## src/verilog/isc_pkg.sv

```systemverilog
// Shared types and constants for the indirect store and control operation unit.
package isc_pkg;

  typedef enum logic [2:0] {
    ISC_OP_NOP,
    ISC_OP_STORE_IND,
    ISC_OP_STORE_REL,
    ISC_OP_OPTION,
    ISC_OP_SWRESET,
    ISC_OP_RETIRQ
  } isc_op_t;

  typedef struct packed {
    logic valid;
    isc_op_t op;
    logic ptrSel;
    logic [1:0] mode;
    logic [5:0] offset;
  } isc_instr_t;

  typedef struct packed {
    logic valid;
    logic write;
    logic [6:0] addr;
    logic [7:0] data;
  } isc_file_acc_t;

  typedef struct packed {
    logic valid;
    logic write;
    logic [15:0] addr;
    logic [7:0] data;
  } isc_mem_req_t;

  localparam int NUM_PTR = 2;

  // Indirect mode field encodings.
  localparam logic [1:0] MODE_PRE_INC = 2'h0;
  localparam logic [1:0] MODE_PRE_DEC = 2'h1;
  localparam logic [1:0] MODE_POST_INC = 2'h2;
  localparam logic [1:0] MODE_POST_DEC = 2'h3;

  localparam logic [15:0] PTR_STEP = 16'h0001;

  // Register port offsets.
  localparam logic [3:0] REG_FP0_LO = 4'h0;
  localparam logic [3:0] REG_FP0_HI = 4'h1;
  localparam logic [3:0] REG_FP1_LO = 4'h2;
  localparam logic [3:0] REG_FP1_HI = 4'h3;
  localparam logic [3:0] REG_OPTION = 4'h4;
  localparam logic [3:0] REG_IRQ_CTRL = 4'h5;
  localparam logic [3:0] REG_POWER_CTRL = 4'h6;

  // Reset values and field positions.
  localparam logic [15:0] FP_RESET = 16'h0000;
  localparam logic [7:0] OPTION_RESET = 8'hff;
  localparam logic [7:0] IRQ_CTRL_RESET = 8'h00;
  localparam int GLOBAL_IRQ_ENABLE_BIT = 7;
  localparam int RESET_INSTR_FLAG_BIT = 2;
  localparam logic [7:0] POWER_CTRL_MASK = 8'h04;
  localparam logic [7:0] POWER_CTRL_RESET = 8'h04;

  // File addresses of the two indirect window registers.
  localparam logic [6:0] WIN0_ADDR = 7'h00;
  localparam logic [6:0] WIN1_ADDR = 7'h01;

endpackage

```

## src/verilog/isc_store_ctrl_ops.sv

```systemverilog
// Execution unit for indirect store, option load, software reset, return from interrupt, no-op.
//
// Strobed register access and the placing of the registers are this design's own decisions.
`timescale 1ns/10ps
`default_nettype none

// Function
// - Indirect store writes working register to address from pointer chosen by index.
// - Two-bit mode picks pre-increment, pre-decrement, post-increment, post-decrement.
// - Pre modes store at pointer plus or minus one, computed before writing.
// - Relative mode stores at pointer plus signed offset; pointer stays unchanged.
// - Afterwards pointer is old plus one, old minus one, or unchanged.
// - Pointer arithmetic is sixteen bit and wraps at both ends.
// - Indirect store and pointer stepping change no status flag.
// - Indirect window has no storage; accesses not met by a store or software reset in the same cycle go to the pointer's address.
// - Option load copies working register into option register, flags untouched.
// - Software reset requests device reset, reloads pointers, option and interrupt control, and clears the reset-instruction flag.
// - Return from interrupt pops stack into program counter over two cycles.
// - Return from interrupt also sets global interrupt enable, bit seven.
module isc_store_ctrl_ops (
  input wire logic clk,
  input wire logic rst,
  input wire isc_pkg::isc_instr_t instr,
  output logic instrReady,
  input wire logic [7:0] workReg,
  input wire logic [14:0] stackTop,
  input wire isc_pkg::isc_file_acc_t fileAcc,
  output isc_pkg::isc_mem_req_t memReq,
  output logic stackPop,
  output logic pcLoad,
  output logic [14:0] pcValue,
  output logic deviceResetReq,
  output logic [7:0] optionCfg,
  output logic [7:0] irqControl,
  input wire logic [3:0] regAddr,
  input wire logic [7:0] regWrData,
  input wire logic regWrite,
  input wire logic regRead,
  output logic [7:0] regRdData
);

  typedef enum logic {ST_READY, ST_RET_SECOND} isc_state_t;

  isc_state_t state;
  isc_state_t next_state;
  logic [15:0] filePtr [isc_pkg::NUM_PTR];
  logic [15:0] effAddr [isc_pkg::NUM_PTR];
  logic [15:0] nextPtr [isc_pkg::NUM_PTR];
  logic [7:0] powerControl;
  logic [7:0] next_irqControl;
  logic take;
  logic storeTake;
  logic swResetTake;
  logic retTake;
  logic optionTake;
  logic relMode;
  logic winHit;
  logic winSel;
  logic [15:0] storeAddr;
  logic [15:0] winAddr;
  logic [isc_pkg::NUM_PTR-1:0] ptrLoWr;
  logic [isc_pkg::NUM_PTR-1:0] ptrHiWr;
  logic optionWr;
  logic irqCtrlWr;
  logic powerCtrlWr;
  logic [7:0] rdMux;

  assign take = instr.valid && instrReady;
  assign relMode = instr.op == isc_pkg::ISC_OP_STORE_REL;

  // Decode of a taken instruction; the two unused op codes fall through as no-ops.
  always_comb begin
    storeTake = 1'b0;
    swResetTake = 1'b0;
    retTake = 1'b0;
    optionTake = 1'b0;
    if (take) begin
      unique case (instr.op)
        isc_pkg::ISC_OP_NOP: begin
          // A no-op raises no strobe, so no register, pointer or request moves.
          storeTake = 1'b0;
        end
        isc_pkg::ISC_OP_STORE_IND: begin
          storeTake = 1'b1;
        end
        isc_pkg::ISC_OP_STORE_REL: begin
          storeTake = 1'b1;
        end
        isc_pkg::ISC_OP_OPTION: begin
          optionTake = 1'b1;
        end
        isc_pkg::ISC_OP_SWRESET: begin
          swResetTake = 1'b1;
        end
        isc_pkg::ISC_OP_RETIRQ: begin
          retTake = 1'b1;
        end
        default: begin
          storeTake = 1'b0;
        end
      endcase
    end
  end

  // Software write decode; an unmapped offset selects nothing, so the write is lost.
  always_comb begin
    ptrLoWr = '0;
    ptrHiWr = '0;
    optionWr = 1'b0;
    irqCtrlWr = 1'b0;
    powerCtrlWr = 1'b0;
    if (regWrite) begin
      unique case (regAddr)
        isc_pkg::REG_FP0_LO: begin
          ptrLoWr[0] = 1'b1;
        end
        isc_pkg::REG_FP0_HI: begin
          ptrHiWr[0] = 1'b1;
        end
        isc_pkg::REG_FP1_LO: begin
          ptrLoWr[1] = 1'b1;
        end
        isc_pkg::REG_FP1_HI: begin
          ptrHiWr[1] = 1'b1;
        end
        isc_pkg::REG_OPTION: begin
          optionWr = 1'b1;
        end
        isc_pkg::REG_IRQ_CTRL: begin
          irqCtrlWr = 1'b1;
        end
        isc_pkg::REG_POWER_CTRL: begin
          powerCtrlWr = 1'b1;
        end
        default: begin
          optionWr = 1'b0;
        end
      endcase
    end
  end

  assign winHit = fileAcc.valid &&
                  (fileAcc.addr == isc_pkg::WIN0_ADDR || fileAcc.addr == isc_pkg::WIN1_ADDR);
  assign winSel = fileAcc.addr == isc_pkg::WIN1_ADDR;

  // Store and window addresses, each taken from the pointer that its index names.
  always_comb begin
    storeAddr = effAddr[0];
    winAddr = filePtr[0];
    if (instr.ptrSel) begin
      storeAddr = effAddr[1];
    end
    if (winSel) begin
      winAddr = filePtr[1];
    end
  end

  // Sequencing: only the return occupies a second cycle; everything else is single cycle.
  always_comb begin
    next_state = state;
    unique case (state)
      ST_READY: begin
        if (retTake) begin
          next_state = ST_RET_SECOND;
        end
      end
      ST_RET_SECOND: begin
        next_state = ST_READY;
      end
    endcase
  end

  always_ff @(posedge clk or posedge rst) begin
    if (rst) begin
      state <= ST_READY;
      instrReady <= 1'b1;
    end else begin
      state <= next_state;
      instrReady <= next_state == ST_READY;
    end
  end

  // Pop and counter load are issued in the second cycle of the return.
  always_ff @(posedge clk or posedge rst) begin
    if (rst) begin
      stackPop <= 1'b0;
      pcLoad <= 1'b0;
    end else begin
      stackPop <= retTake;
      pcLoad <= retTake;
    end
  end

  // The counter value is held after the load so the fetch side may sample it late.
  always_ff @(posedge clk or posedge rst) begin
    if (rst) begin
      pcValue <= 15'h0000;
    end else if (retTake) begin
      pcValue <= stackTop;
    end
  end

  // Pointers, each with its own step unit and byte-wise register access.
  for (genvar i = 0; i < isc_pkg::NUM_PTR; i++) begin : gPtr
    isc_ptr_step uStep (
      .ptr(filePtr[i]),
      .mode(instr.mode),
      .relative(relMode),
      .offset(instr.offset),
      .effAddr(effAddr[i]),
      .nextPtr(nextPtr[i])
    );

    // An instruction update wins over a software write to the same pointer.
    always_ff @(posedge clk or posedge rst) begin
      if (rst) begin
        filePtr[i] <= isc_pkg::FP_RESET;
      end else if (swResetTake) begin
        filePtr[i] <= isc_pkg::FP_RESET;
      end else if (storeTake && instr.ptrSel == 1'(i)) begin
        filePtr[i] <= nextPtr[i];
      end else if (ptrLoWr[i]) begin
        filePtr[i][7:0] <= regWrData;
      end else if (ptrHiWr[i]) begin
        filePtr[i][15:8] <= regWrData;
      end
    end
  end

  // Data memory requests: indirect stores and window accesses redirected through a pointer.
  // This unit has no status flag output at all, so stores and steps cannot disturb flags.
  always_ff @(posedge clk or posedge rst) begin
    if (rst) begin
      memReq <= '0;
    end else begin
      memReq.valid <= 1'b0;
      if (storeTake) begin
        memReq.valid <= 1'b1;
        memReq.write <= 1'b1;
        memReq.addr <= storeAddr;
        memReq.data <= workReg;
      end else if (winHit && !swResetTake) begin
        memReq.valid <= 1'b1;
        memReq.write <= fileAcc.write;
        memReq.addr <= winAddr;
        memReq.data <= fileAcc.data;
      end
    end
  end

  // Option configuration register.
  always_ff @(posedge clk or posedge rst) begin
    if (rst) begin
      optionCfg <= isc_pkg::OPTION_RESET;
    end else if (swResetTake) begin
      optionCfg <= isc_pkg::OPTION_RESET;
    end else if (optionTake) begin
      optionCfg <= workReg;
    end else if (optionWr) begin
      optionCfg <= regWrData;
    end
  end

  // Interrupt control: the return's set of the global enable wins over a software write.
  always_comb begin
    next_irqControl = irqControl;
    if (irqCtrlWr) begin
      next_irqControl = regWrData;
    end
    if (retTake) begin
      next_irqControl[isc_pkg::GLOBAL_IRQ_ENABLE_BIT] = 1'b1;
    end
    if (swResetTake) begin
      next_irqControl = isc_pkg::IRQ_CTRL_RESET;
    end
  end

  always_ff @(posedge clk or posedge rst) begin
    if (rst) begin
      irqControl <= isc_pkg::IRQ_CTRL_RESET;
    end else begin
      irqControl <= next_irqControl;
    end
  end

  // Power control: the register survives the software reset, except the reset-instruction flag, cleared by it.
  always_ff @(posedge clk or posedge rst) begin
    if (rst) begin
      powerControl <= isc_pkg::POWER_CTRL_RESET;
    end else if (swResetTake) begin
      powerControl[isc_pkg::RESET_INSTR_FLAG_BIT] <= 1'b0;
    end else if (powerCtrlWr) begin
      powerControl <= regWrData & isc_pkg::POWER_CTRL_MASK;
    end
  end

  always_ff @(posedge clk or posedge rst) begin
    if (rst) begin
      deviceResetReq <= 1'b0;
    end else begin
      deviceResetReq <= swResetTake;
    end
  end

  // Read selection; unmapped offsets read as zero.
  always_comb begin
    rdMux = 8'h00;
    unique case (regAddr)
      isc_pkg::REG_FP0_LO: begin
        rdMux = filePtr[0][7:0];
      end
      isc_pkg::REG_FP0_HI: begin
        rdMux = filePtr[0][15:8];
      end
      isc_pkg::REG_FP1_LO: begin
        rdMux = filePtr[1][7:0];
      end
      isc_pkg::REG_FP1_HI: begin
        rdMux = filePtr[1][15:8];
      end
      isc_pkg::REG_OPTION: begin
        rdMux = optionCfg;
      end
      isc_pkg::REG_IRQ_CTRL: begin
        rdMux = irqControl;
      end
      isc_pkg::REG_POWER_CTRL: begin
        rdMux = powerControl;
      end
      default: begin
        rdMux = 8'h00;
      end
    endcase
  end

  // Read data stand only in the cycle after the read strobe.
  always_ff @(posedge clk or posedge rst) begin
    if (rst) begin
      regRdData <= 8'h00;
    end else if (regRead) begin
      regRdData <= rdMux;
    end else begin
      regRdData <= 8'h00;
    end
  end

endmodule

`default_nettype wire

```

## src/verilog/isc_ptr_step.sv

```systemverilog
// Effective address and updated value of one file pointer for an indirect store.
`timescale 1ns/10ps
`default_nettype none

module isc_ptr_step (
  input wire logic [15:0] ptr,
  input wire logic [1:0] mode,
  input wire logic relative,
  input wire logic [5:0] offset,
  output logic [15:0] effAddr,
  output logic [15:0] nextPtr
);

  logic [15:0] plusOne;
  logic [15:0] minusOne;
  logic [15:0] relAddr;

  // Sixteen-bit sums wrap at both ends of the range.
  assign plusOne = ptr + isc_pkg::PTR_STEP;
  assign minusOne = ptr - isc_pkg::PTR_STEP;
  assign relAddr = ptr + {{10{offset[5]}}, offset};

  always_comb begin
    effAddr = ptr;
    nextPtr = ptr;
    if (relative) begin
      effAddr = relAddr;
      nextPtr = ptr;
    end else begin
      unique case (mode)
        isc_pkg::MODE_PRE_INC: begin
          effAddr = plusOne;
          nextPtr = plusOne;
        end
        isc_pkg::MODE_PRE_DEC: begin
          effAddr = minusOne;
          nextPtr = minusOne;
        end
        isc_pkg::MODE_POST_INC: begin
          effAddr = ptr;
          nextPtr = plusOne;
        end
        isc_pkg::MODE_POST_DEC: begin
          effAddr = ptr;
          nextPtr = minusOne;
        end
      endcase
    end
  end

endmodule

`default_nettype wire

```

## config.mk

```make
export PLATFORM = sky130hd
export DESIGN_NAME = isc_store_ctrl_ops
export DESIGN_NICKNAME = d
export VERILOG_FILES = /design/src/verilog/isc_pkg.sv /design/src/verilog/isc_store_ctrl_ops.sv /design/src/verilog/isc_ptr_step.sv
export SDC_FILE = /design/constraint.sdc
export NUM_CORES = 1
export LEC_CHECK = 0
export ABC_AREA = 1
export BUFFER_PORTS_ARGS = -buffer_cell sky130_fd_sc_hd__buf_4
export CORE_MARGIN = 2
export CORE_UTILIZATION = 40
export CTS_CLUSTER_DIAMETER = 60
export DETAILED_ROUTE_END_ITERATION = 6
export PLACE_DENSITY_LB_ADDON = 0.05
export SLEW_MARGIN = 10
export SYNTH_ARGS = -nofsm -noshare
export SYNTH_HDL_FRONTEND = slang
export SYNTH_SLANG_ARGS = --single-unit
```

## constraint.sdc

```tcl
create_clock -name clk -period 3.45 [get_ports clk]
set_input_delay 0.5175 -clock clk [delete_from_list [all_inputs] [get_ports clk]]
set_output_delay 0.5175 -clock clk [all_outputs]
set_load 0.02 [all_outputs]
```

==> metrics.md, run 1 <==
| Metric | Value |
|---|---|
| Status | complete, no violations |
| Wire per inst | 19.1 µm |
| Final period util | 68.3% |
| Final WS setup | 1.09 ns |
| Peak Freq | 0.425 GHz |
| Crit path max-delay family | simple AND/OR/NAND/NOR gates |
| Rel. slew slack | 50.0% |
| Detail Placement HPWL | 28400 µm |
| Yosys warns | 0 |
| Post-CTS Setup Inserts | 0 |
| Post-DP Area | 10700 µm² |
| Starting DRT DRC Count | 1128 |
| Die Width | 158 µm |
| CP Launch Type | register |
| Crit path DAT | 2.62 ns |
| Hold Worst Slack | 0.245 ns |
| Post-CTS sizing | 0 |
| WP buf/inv | 1 |
| GRT Overall Usage | 30.1% |
| Mean post-synth cell area | 6.20 µm² |
| DRT Pass-1 Iters | 6 |
| Synthesized area | 9480 µm² |
| RSZ-0062 raised after global routing | false |
| Cts hold-fix bufs | 0 |
| Share of layout cells above drive strength 1 | 13.1% |
| Global-route wire length before repair | 57200 µm |
| Total Wirelength | 37200 µm |
| Initial antenna violation count | 0 |
| IO Pins | 138 |
| Cells after synthesis | 1528 |
| Core area | 23400 µm² |
| Gp weighted congestion | 0.907 |
| Crit-path max cell delay | 0.68 ns |
| MaxCap Viol Count | 0 |
| Worst Path Class, Setup | reg -> reg |
| Clock Latency Late Sink | 0.37 ns |
| Net Sw Power | 2.73 mW |
| Pint | 2.92 mW |
| Cell Pwr Density | 514 nW/µm² |
| CP Max Fanout | 9 |
| Clock skew | 0.0111 ns |
| Main flop type after synthesis | dfrtp_1 |
| Clk sink count | 102 |
| Clk pwr share | 18.9% |
| DRC violations left | 0 |
| Clock Tree Buf Depth | 2 |
| Leakage power | 5.62 nW |
| Die area | 24900 µm² |
| Largest net degree at the start of global routing | 54 |
| Class of the worst hold path | in -> async |
| Vias in the first global route | 9831 |
| Area growth syn-to-layout | 16.0% |
| Final hold viol count | 0 |
| Sw Share | 48.4% |
| Final ANT Viol Nets | 0 |
| Cell variety after synth | 52 |
| Endpoints failing setup | 0 |
| Worst-margin pin slew | 0.731 ns |
| Clk pin slew, worst setup/hold paths | 0.08 ns |
| Comb power frac | 47.8% |
| Final layout net count | 1728 |
| Synth async-reset ratio | 100% |
| # diodes | 0 |
| Design area | 11000 µm² |
| Yosys top cell by area | dfrtp_1 |
| Inserted Clock Buffers | 9 |
| #FFs+latches synth | 102 |
| Critical Path RT | 3.71 ns |
| Die Height | 158 µm |
| Drt via density | 5.42 |
| Slowest stage cell, crit path | dfrtp_1 |
| Top cell type's share of synthesized area | 24.3% |
| I/O Buffers | 137 |
| Via count | 10600 |
| PnR Total Power | 5.65 mW |
| Max Slew Vio Count | 0 |
| Util after Layout | 47.0% |
| Crit path cell chain | ha_1 -> or2_2 -> and2_1 -> nand3_1 -> nand3_1 -> nand2_1 -> nand2_1 -> nand2_1 -> nand2_1 -> nand2_1 -> nand3_1 -> nand2_1 -> inv_1 |
| CTS Root Buffer Type | clkbuf_16 |
| Seq/Total Area, Yosys | 27.1% |
| Top cells by area, synth | dfrtp_1 (24%), nand2_1 (21%), nand3_1 (12%) |
| Crit. End Element | register |
| H-tree levels | 3 |
| Site row count | 56 |
| Initial Util | 40.5% |
| CTS tree | done |
| Fill cells | 2543 |
| Crit-path most repeated cell | nand2_1 |
| Finished Layout Cells | 1947 |
| Place WS | 0.953 ns |
| Synthesized netlist net count | 1633 |
| Placed insts | 1931 |
| Post-synth EDFFs | 0 |
| Grt total ovfl | 0 |
| Peak supply drop | 233 µV |
| Setup TNS | 0 ns |
| Sequential power share | 33.2% |
| Final min period | 2.36 ns |
[cell families after synthesis]
group                      after synthesis  synth area share, %
and+or+nand+nor                        950                 42.9
muxes                                    7                0.739
xor gates and xnor gates                39                 3.60
adders and majority gates               36                 4.91
DFF                                    102                 27.1
AOI/OAI and AO/OA                      175                 11.3
buffers and inverters                  219                 9.49
[cell usage in the layout (no fill, tap or decap), drive strengths merged, types with 12 or more instances in the layout]
| master | instances |
|---|---|
| nand2 | 528 |
| nand3 | 231 |
| inv | 156 |
| buf | 149 |
| nor2 | 149 |
| dfrtp | 92 |
| o21ai | 73 |
| a21oi | 40 |
| xor2 | 34 |
| ha | 34 |
| nand4 | 17 |
| a31oi | 16 |
| o22ai | 13 |
| o211ai | 12 |
[metal layers]
| metal | global-route usage [%] | share of wire [%] | up-vias |
|---|---|---|---|
| li1 | - | - | 5180 |
| met4 | 7.25 | 2.0 | 0 |
| met3 | 6.41 | 9.8 | 48 |
| met1 | 43.3 | 44 | 4837 |
| met2 | 46.1 | 44 | 496 |
| met5 | 0 | 0 | - |
[flip-flops by register name (all words and copies together) (netlist names)]
name            cells
regRdData           8
filePtr            32
deviceResetReq      1
state               1
pcValue            15
optionCfg           8
powerControl        1
irqControl          8
memReq             26
instrReady          1
pcLoad              1
[cells in the mapped netlist (all sizes together) (2+ instances only)]
| library cell | count |
|---|---|
| xor2 | 34 |
| a22oi | 3 |
| clkinv | 2 |
| a2111oi | 5 |
| buf | 42 |
| a31oi | 16 |
| o22ai | 13 |
| nand4 | 17 |
| o21ai | 73 |
| and2 | 3 |
| o211ai | 12 |
| nand3b | 4 |
| a21boi | 2 |
| mux2i | 7 |
| dfstp | 10 |
| o221ai | 3 |
| a221oi | 2 |
| dfrtp | 92 |
| nor2 | 149 |
| nand3 | 231 |
| inv | 152 |
| a21oi | 40 |
| xnor2 | 5 |
| clkbuf | 23 |
| nand2 | 528 |
| ha | 34 |
| nor3 | 8 |
| fa | 2 |
| or2 | 9 |
[power by group through the flow]
stage	clock (mW)	sequential, mW	combinational [mW]
after floorplan	0	1.82	1.75
after CTS	1.08	1.86	2.68
after global placement	0	1.89	2.67
after detailed placement	0	1.88	2.67
after global routing	1.12	1.91	3.02
final	1.07	1.88	2.70
[cell type report]
| type | count | area [µm²] | area share (%) |
|---|---|---|---|
| Tap cell | 319 | 399 | 3.63 |
| Inverter | 154 | 586 | 5.33 |
| Sequential cell | 102 | 2560 | 23.3 |
| Clock inverter | 6 | 62.6 | 0.569 |
| Multi-Input combinational cell | 1207 | 6020 | 54.8 |
| Timing Repair Buffer | 149 | 1130 | 10.3 |
| Clock buffer | 10 | 229 | 2.08 |
[path summary, 6_finish.rpt]
check,end,from,slack [ns],cells after the start
min in group clk,pcValue[1],stackTop[1],0.34,3
setup reg to reg,memReq[20],filePtr[19],1.09,13
hold reg to reg,state,state,0.42,1
hold / removal,pcValue[8],rst,0.25,2
setup / recovery,memReq[20],filePtr[19],1.09,13
max in group asynchronous,instrReady,rst,2.44,3
[worst register-to-register path, delay by kind of cell (launching register included)]
kind | cells | cell delay [ns]
flops | 1 | 0.68
simple gates | 11 | 1.16
buf+inv | 1 | 0.03
fa+ha+maj | 1 | 0.37
Note: power is estimated with default switching activity, not from simulation.
==> inputs of run 2 (changes only) <==
ABC_AREA = 0   (was 1)
clock period = 2.3 ns   (was 3.45 ns; I/O delays follow)
==> run 2 against run 1 <==
The run now ends with design-rule violations, negative hold slack, negative setup slack left. Via count fell by 11%. Register-to-register slack got worse by 1.2 ns. Maximum frequency fell by 2.4%. First-iteration DRC count fell by 27%. Synthesized cell count fell by 33%. Routed wire length fell by 6.8%. Die area fell by 11%. Clock-buffer cell count fell by 1. Critical path depth fell by 5. Critical endpoint is now memReq[23]. Largest cell class unchanged. Highest routed layer unchanged.
==> metrics.md, run 2 <==
| Metric | Value |
|---|---|
| Comb power frac | 56.2% (+8.4 points) |
| Met3 usage | 5.12% (-1.3 points) |
| Setup TNS | -0.233 ns (-0.233 ns) |
| Share of layout cells above drive strength 1 | 36.8% (+24 points) |
| Place WS | -0.308 ns (-1.26 ns) |
| Cell with the most instances after synthesis | nand2_1 |
| Die area | 22100 µm² (-11%) |
| CTS tree | done |
| Clk pin slew, worst setup/hold paths | 0.09 ns (about the same) |
| Hold Worst Slack | -0.00844 ns (-0.254 ns) |
| Crit path DAT | 2.68 ns (+0.06 ns) |
| Cell variety after synth | 82 (+58%) |
| Commonest non-fill, non-tap cell in the layout | buf_4 |
| Top cell type's share of synthesized area | 27.5% (+3.2 points) |
| Biggest register | filePtr |
| Max Slew Vio Count | 0 (unchanged) |
| Starting DRT DRC Count | 820 (-27%) |
| Site row count | 52 (-7.1%) |
| Met2 global-route usage | 48.4% (+2.3 points) |
| FF-to-FF path depth | 8 (-5) |
| Seq/Total Area, Yosys | 30.6% (+3.6 points) |
| Top post-synthesis cells by count | nand2_1 (158), nor2_1 (95), dfrtp_1 (92), a21oi_1 (77), clkbuf_1 (50) |
| Peak supply drop | 422 µV (+81%) |
| Net Sw Power | 4.16 mW (+52%) |
| Area growth syn-to-layout | 42.9% |
| Post-synthesis mux area share | 7.22% (+6.5 points) |
| Post-DP Area | 11000 µm² (+2.3%) |
| MaxCap Viol Count | 0 (unchanged) |
| Post-synth EDFFs | 0 (unchanged) |
| #FFs+latches synth | 102 (unchanged) |
| IO Pins | 138 (unchanged) |
| Failing checks | design-rule violations, negative hold slack, negative setup slack |
| Initial antenna violation count | 0 (unchanged) |
| Yosys warns | 0 (unchanged) |
| I/O Buffers | 137 (unchanged) |
| R2R Setup Slk | -0.11 ns (-1.21 ns) |
| Total Wirelength | 34700 µm (-6.8%) |
| Pint | 5.43 mW (+86%) |
| Worst r2r src | filePtr[0] |
| Final period util | 105% (+37 points) |
| Clock Tree Buf Depth | 2 (unchanged) |
| Inserted Clock Buffers | 9 (unchanged) |
| Final min period | 2.41 ns (+0.0579 ns) |
| Sw Share | 43.4% (-5.0 points) |
| Status | finished, violations left |
| Final hold viol count | 18 (+18) |
| Drt via density | 5.90 (+8.9%) |
| Sequential power share | 26.6% (-6.6 points) |
| Max reg flops | 32 (unchanged) |
| Crit-path max cell delay | 0.57 ns (-0.11 ns) |
| Worst-margin pin slew | 0.565 ns (-0.165 ns) |
| XOR/XNOR Fraction of Synth Area | 5.65% (+2.0 points) |
| Largest net degree at the start of global routing | 57 (+5.6%) |
| Synthesized netlist net count | 1125 (-31%) |
| Mean post-synth cell area | 8.21 µm² (+32%) |
| Die Height | 149 µm (-5.9%) |
| Cells after synthesis | 1020 (-33%) |
| CP Launch Type | register |
| Clk sink count | 102 (unchanged) |
| Worst Path Class, Setup | reg -> reg |
| # diodes | 0 (unchanged) |
| Clk pwr share | 17.2% (-1.7 points) |
| Rel. slew slack | 62.2% (+12 points) |
| RSZ-0062 raised after global routing | true |
| Via count | 9359 (-11%) |
| Crit. End Element | register |
| PnR Total Power | 9.59 mW (+70%) |
| Leakage power | 5.62 nW (-0.12%) |
| Final layout net count | 1415 (-18%) |
| Gp weighted congestion | 0.960 (+5.9%) |
| Peak Freq | 0.414 GHz (-2.4%) |
| Met1 usage | 43.3% (about the same) |
| Crit path cell chain | buf_4 -> nor4b_4 -> nand2_1 -> or4_1 -> a21o_1 -> xor2_2 -> o22ai_2 -> a211o_1 |
| CP Max Fanout | 4 (-5) |
| Detail Placement HPWL | 26600 µm (-6.3%) |
| Synthesized area | 8370 µm² (-12%) |
| Final WS setup | -0.114 ns (-1.21 ns) |
| Clock Latency Late Sink | 0.38 ns (about the same) |
| Main flop type after synthesis | dfrtp_1 |
| Final ANT Viol Nets | 0 (unchanged) |
| GRT Overall Usage | 30.9% (+0.78 points) |
| Initial Util | 41.1% (+0.61 points) |
| Global-route wire length before repair | 51600 µm (-9.8%) |
| Cell Pwr Density | 801 nW/µm² (+56%) |
| Synth async-reset ratio | 100% (unchanged) |
| Wire per inst | 21.9 µm (+15%) |
| Design area | 12000 µm² (+8.8%) |
| Gr busiest metal | met2 |
| Synth Area in Simple Gates | 22.1% (-21 points) |
| Top flop regs | filePtr (32), memReq (26), pcValue (15) |
| Synth Area in Compound Gates | 24.1% (+13 points) |
| H-tree levels | 3 (unchanged) |
| Adder-Cell Fraction of Synth Area | 5.56% (+0.65 points) |
| Clock skew | 0.00507 ns (-0.00606 ns) |
| Critical Path RT | 2.57 ns (-1.14 ns) |
| Grt total ovfl | 0 (unchanged) |
| Reg area | 2570 µm² (about the same) |
| Class of the worst hold path | in -> async |
| Core area | 20400 µm² (-13%) |
| Reg2Reg Capture Point | memReq[23] |
| Multi-input logic area | 5960 µm² (-1.1%) |
| Endpoints failing setup | 3 (+3) |
| Yosys top cell by area | dfrtp_1 |
| Die Width | 149 µm (-5.9%) |
| DRT Pass-1 Iters | 7 (+1) |
| Slowest stage cell, crit path | or4_1 |
| Top cells by area, synth | dfrtp_1 (27%), nand2_1 (7.1%), mux2i_1 (5.7%) |
| Most frequent cells in the layout | buf_4 (341), nand2_1 (154), nor2_1 (91) |
| Vias in the first global route | 8768 (-11%) |
| DRC violations left | 11 (+11) |
| Main combinational cell family by area after synthesis | compound AO/OA/AOI/OAI gates |
| CTS Root Buffer Type | clkbuf_16 |
| Cts hold-fix bufs | 0 (unchanged) |
| Fill cells | 1924 (-24%) |
==> run 2: power groups by stage <==
stage                     Clock [mW]  Sequential [mW]  Combinational (mW)
after floorplan                    0             2.77                2.41
after global placement             0             2.55                4.78
after detailed placement           0             2.55                4.81
after CTS                       1.66             2.54                5.02
after global routing            1.71             2.59                5.75
final                           1.65             2.55                5.39
==> run 2: cell families (layout without fill, tap and decap cells) <==
family,Yosys count,in the layout
XOR/XNOR,54,54
AND/OR/NAND/NOR,383,383
AO/OA/AOI/OAI,296,296
adder cells (fa/ha/maj),36,36
flip-flops,102,102
buffers and inverters,95,390
multiplexers,54,54
==> run 2: how the worst max path moves through the flow <==
stage,from,to,slack [ns]
after floorplan,filePtr[10],memReq[22],0.005
after global placement,instr[0],memReq[18],-0.33
after detailed placement,instr[0],memReq[22],-0.31
after CTS,filePtr[8],memReq[22],-0.11
after global routing,filePtr[0],memReq[23],-0.17
final,filePtr[0],memReq[23],-0.11
==> run 2: layer usage <==
metal	wire, µm	up-vias
met5	0	-
met4	1160	0
met1	15300	4527
met2	15700	432
li1	-	4323
met3	2560	77
==> run 2: through the flow <==
stage          std cells  utilization, %
2_1_floorplan       1020               -
3_3_place_gp        1549            53.8
3_5_place_dp        1549            53.8
4_1_cts             1573            56.8
5_1_grt             1585            58.8
6_report            1585            58.8
==> run 2: cell type report <==
cell class                 instances  area share [%]
multi-input combinational        823            49.8
timing repair buffer             355            22.9
sequential                       102            21.5
tap                              270            2.82
clock buffer                       9            1.88
inverter                          19           0.627
clock inverter                     7           0.565
==> run 2: what timing repair did <==
action | CTS | global route
setup endpoints to repair | 10 | 26
buffers inserted | 8 | 12
pin swaps | 17 | 41
cloned | 0 | 1
resized for setup | 51 | 67
==> run 2: critical path, delay by kind of cell, from the launching register on <==
family	cells	cell delay [ns]
buffers and inverters	1	0.16
XOR/XNOR	1	0.16
flip-flops	1	0.39
AO/OA/AOI/OAI	3	0.58
AND/OR/NAND/NOR	3	1.01
==> inputs of run 3 (changes only) <==
CELL_PAD_IN_SITES_DETAIL_PLACEMENT = 2   (was not set)
CELL_PAD_IN_SITES_GLOBAL_PLACEMENT = 2   (was not set)
CORE_UTILIZATION = 34   (was 40)
==> run 3 against run 2 <==
The run ends with negative setup slack left. Non-clock buffer count increased by 27. Cell area grew 7.6%. Via count up 18%. Largest power group unchanged. Clock power is 5% higher. Register-to-register slack got worse by 0.28 ns. Utilization fell by 5.7 points. Maximum frequency fell by 10%. Highest routed layer unchanged. Clock skew grew 0.012 ns. Die area is 17% higher. Routed wire length increased by 71%.
==> metrics.md, run 3 (synthesis results as in run 2) <==
| Metric | Value |
|---|---|
| Status | finished, violations left |
| Failing checks | negative setup slack |
| Cell Pwr Density | 892 nW/µm² (+11%) |
| Die area | 25900 µm² (+17%) |
| Sw Share | 48.9% (+5.5 points) |
| Commonest non-fill, non-tap cell in the layout | buf_4 |
| Vias in the first global route | 11400 (+30%) |
| Design area | 12900 µm² (+7.6%) |
| Crit. End Element | register |
| Clock skew | 0.0170 ns (+0.0120 ns) |
| Rel. slew slack | 36.7% (-25 points) |
| Wire per inst | 35.5 µm (+62%) |
| Top flop regs | filePtr (32), memReq (26), pcValue (15) |
| Site row count | 57 (+9.6%) |
| Initial antenna violation count | 2 (+2) |
| CTS tree | done |
| Inserted Clock Buffers | 9 (unchanged) |
| Initial Util | 34.5% (-6.6 points) |
| CTS Root Buffer Type | clkbuf_16 |
| Largest net degree at the start of global routing | 63 (+11%) |
| Detail Placement HPWL | 33300 µm (+25%) |
| Most frequent cells in the layout | buf_4 (355), nand2_1 (148), dfrtp_1 (89) |
| CP Launch Type | register |
| Sequential power share | 23.7% (-2.9 points) |
| Slowest stage cell, crit path | or4_4 |
| RSZ-0062 raised after global routing | true |
| Clk sink count | 102 (unchanged) |
| Total Wirelength | 59200 µm (+71%) |
| CP Launch Point | filePtr[3] |
| Global-route wire length before repair | 72600 µm (+41%) |
| Peak Freq | 0.372 GHz (-10%) |
| Clk pwr share | 15.1% (-2.1 points) |
| GRT Overall Usage | 37.2% (+6.3 points) |
| Starting DRT DRC Count | 1104 (+35%) |
| Grt total ovfl | 0 (unchanged) |
| Util after Layout | 53.1% (-5.7 points) |
| DRC violations left | 0 (-11) |
| PnR Total Power | 11.5 mW (+20%) |
| Pint | 5.87 mW (+8.2%) |
| Wire length on met1 | 22400 µm (+46%) |
| Final WS setup | -0.392 ns (-0.278 ns) |
| Die Width | 161 µm (+8.2%) |
| Max reg flops | 32 (unchanged) |
| Crit-path most repeated cell | or4_4 |
| Class of the worst hold path | in -> async |
| DRT Pass-1 Iters | 5 (-2) |
| Post-DP Area | 11100 µm² (+1.5%) |
| Final period util | 117% (+12 points) |
| MaxCap Viol Count | 0 (unchanged) |
| Clk pin slew, worst setup/hold paths | 0.09 ns (about the same) |
| Die Height | 161 µm (+8.2%) |
| Drt via density | 6.63 (+12%) |
| DR WL met2 | 26900 µm (+72%) |
| Placed insts | 1611 (+4.0%) |
| Biggest register | filePtr |
| Core area | 24200 µm² (+19%) |
| Final layout net count | 1442 (+1.9%) |
| Clock Tree Buf Depth | 2 (unchanged) |
| Peak supply drop | 437 µV (+3.5%) |
| Via count | 11100 (+18%) |
| Finished Layout Cells | 1667 (+5.2%) |
| Net Sw Power | 5.62 mW (+35%) |
| Gp weighted congestion | 0.902 (-6.1%) |
| Clock Latency Late Sink | 0.39 ns (about the same) |
| Hold Worst Slack | 0.0542 ns (+0.0626 ns) |
| Endpoints failing setup | 28 (+25) |
| Comb power frac | 61.2% (+5.0 points) |
| Leakage power | 5.87 nW (+4.6%) |
| Worst-margin pin slew | 0.947 ns (+0.382 ns) |
| Max Slew Vio Count | 0 (unchanged) |
| Highest routed layer | met4 |
| Share of layout cells above drive strength 1 | 44.1% (+7.3 points) |
| H-tree levels | 3 (unchanged) |
| Final min period | 2.69 ns (+0.278 ns) |
| IO Pins | 138 (unchanged) |
| Final ANT Viol Nets | 0 (unchanged) |
| Worst Path Class, Setup | reg -> reg |
| Critical Path RT | 2.55 ns (-0.02 ns) |
| Area growth syn-to-layout | 53.8% |
| Metal3 WL | 4770 µm (+86%) |
| Crit path DAT | 2.94 ns (+0.26 ns) |
| Crit-path max cell delay | 0.58 ns (about the same) |
| I/O Buffers | 137 (unchanged) |
| Worst r2r src | filePtr[3] |
| Crit path cell chain | or4_4 -> or4_4 -> xnor2_1 -> nand4b_1 -> o311ai_4 -> a211oi_4 -> a31oi_1 |
| CP Max Fanout | 2 (-2) |
| Final hold viol count | 0 (-18) |
==> run 3: changes by cell type in the layout (fill, tap and decap cells not counted), sizes merged <==
cell	delta
diode	+1
inv	+1
clkinv	-2
clkbuf	+1
buf	+27
==> run 3: power by group through the flow <==
stage / clock, mW / sequential (mW) / combinational, mW
6_report: 1.74 / 2.72 / 7.03
5_1_grt: 1.77 / 2.73 / 7.18
4_1_cts: 1.68 / 2.60 / 5.63
3_5_place_dp: 0 / 2.63 / 5.17
3_3_place_gp: 0 / 2.61 / 4.97
2_1_floorplan: 0 / 2.77 / 2.41
==> run 3: repair_timing <==
| action | in CTS | in global routing |
|---|---|---|
| hold buffers | 0 | 0 |
| buffers inserted | 18 | 23 |
| setup endpoints to repair | 19 | 37 |
| pin swaps | 41 | 73 |
| gates resized for setup | 88 | 155 |
==> run 3: path summary, 6_finish.rpt <==
path                                  to  slack, ns  depth (start not counted)
max reg2reg                   memReq[22]      -0.39                          7
max in group asynchronous   optionCfg[6]       1.84                          3
max                           memReq[22]      -0.39                          7
min in group clk              pcValue[5]       0.15                          3
min                        irqControl[2]       0.05                          3
min reg2reg                   pcValue[0]       0.49                          2
==> run 3: final cells by class <==
cell class	count	area, µm²
Antenna cell	1	2.50
Clock buffer	10	229
Clock inverter	6	65.1
Fill cell	2568	11400
Inverter	19	75.1
Multi-Input combinational cell	823	6500
Sequential cell	102	2570
Tap cell	324	405
Timing Repair Buffer	382	3030
==> run 3: through the flow <==
| step | worst slack [ns] | TNS, ns |
|---|---|---|
| after floorplan | 0.00506 | 0 |
| after detailed placement | -0.398 | -2.83 |
| after global placement | -0.332 | -2.02 |
| after CTS | -0.128 | -0.598 |
| after global routing | -0.415 | -4.93 |
| final | -0.392 | -4.08 |
==> run 3: critical path, delay by kind of cell (launching register included) <==
kind | cells | cell delay, ns
AO/OA/AOI/OAI | 3 | 0.61
XOR/XNOR | 1 | 0.16
flip-flops | 1 | 0.45
AND/OR/NAND/NOR | 3 | 1.32
==> run 3: metal layers <==
metal,GRT usage (%),vias to the layer above
met5,0,-
met2,61.7,791
met3,8.16,304
met1,44.7,5609
met4,20.9,0
li1,-,4348
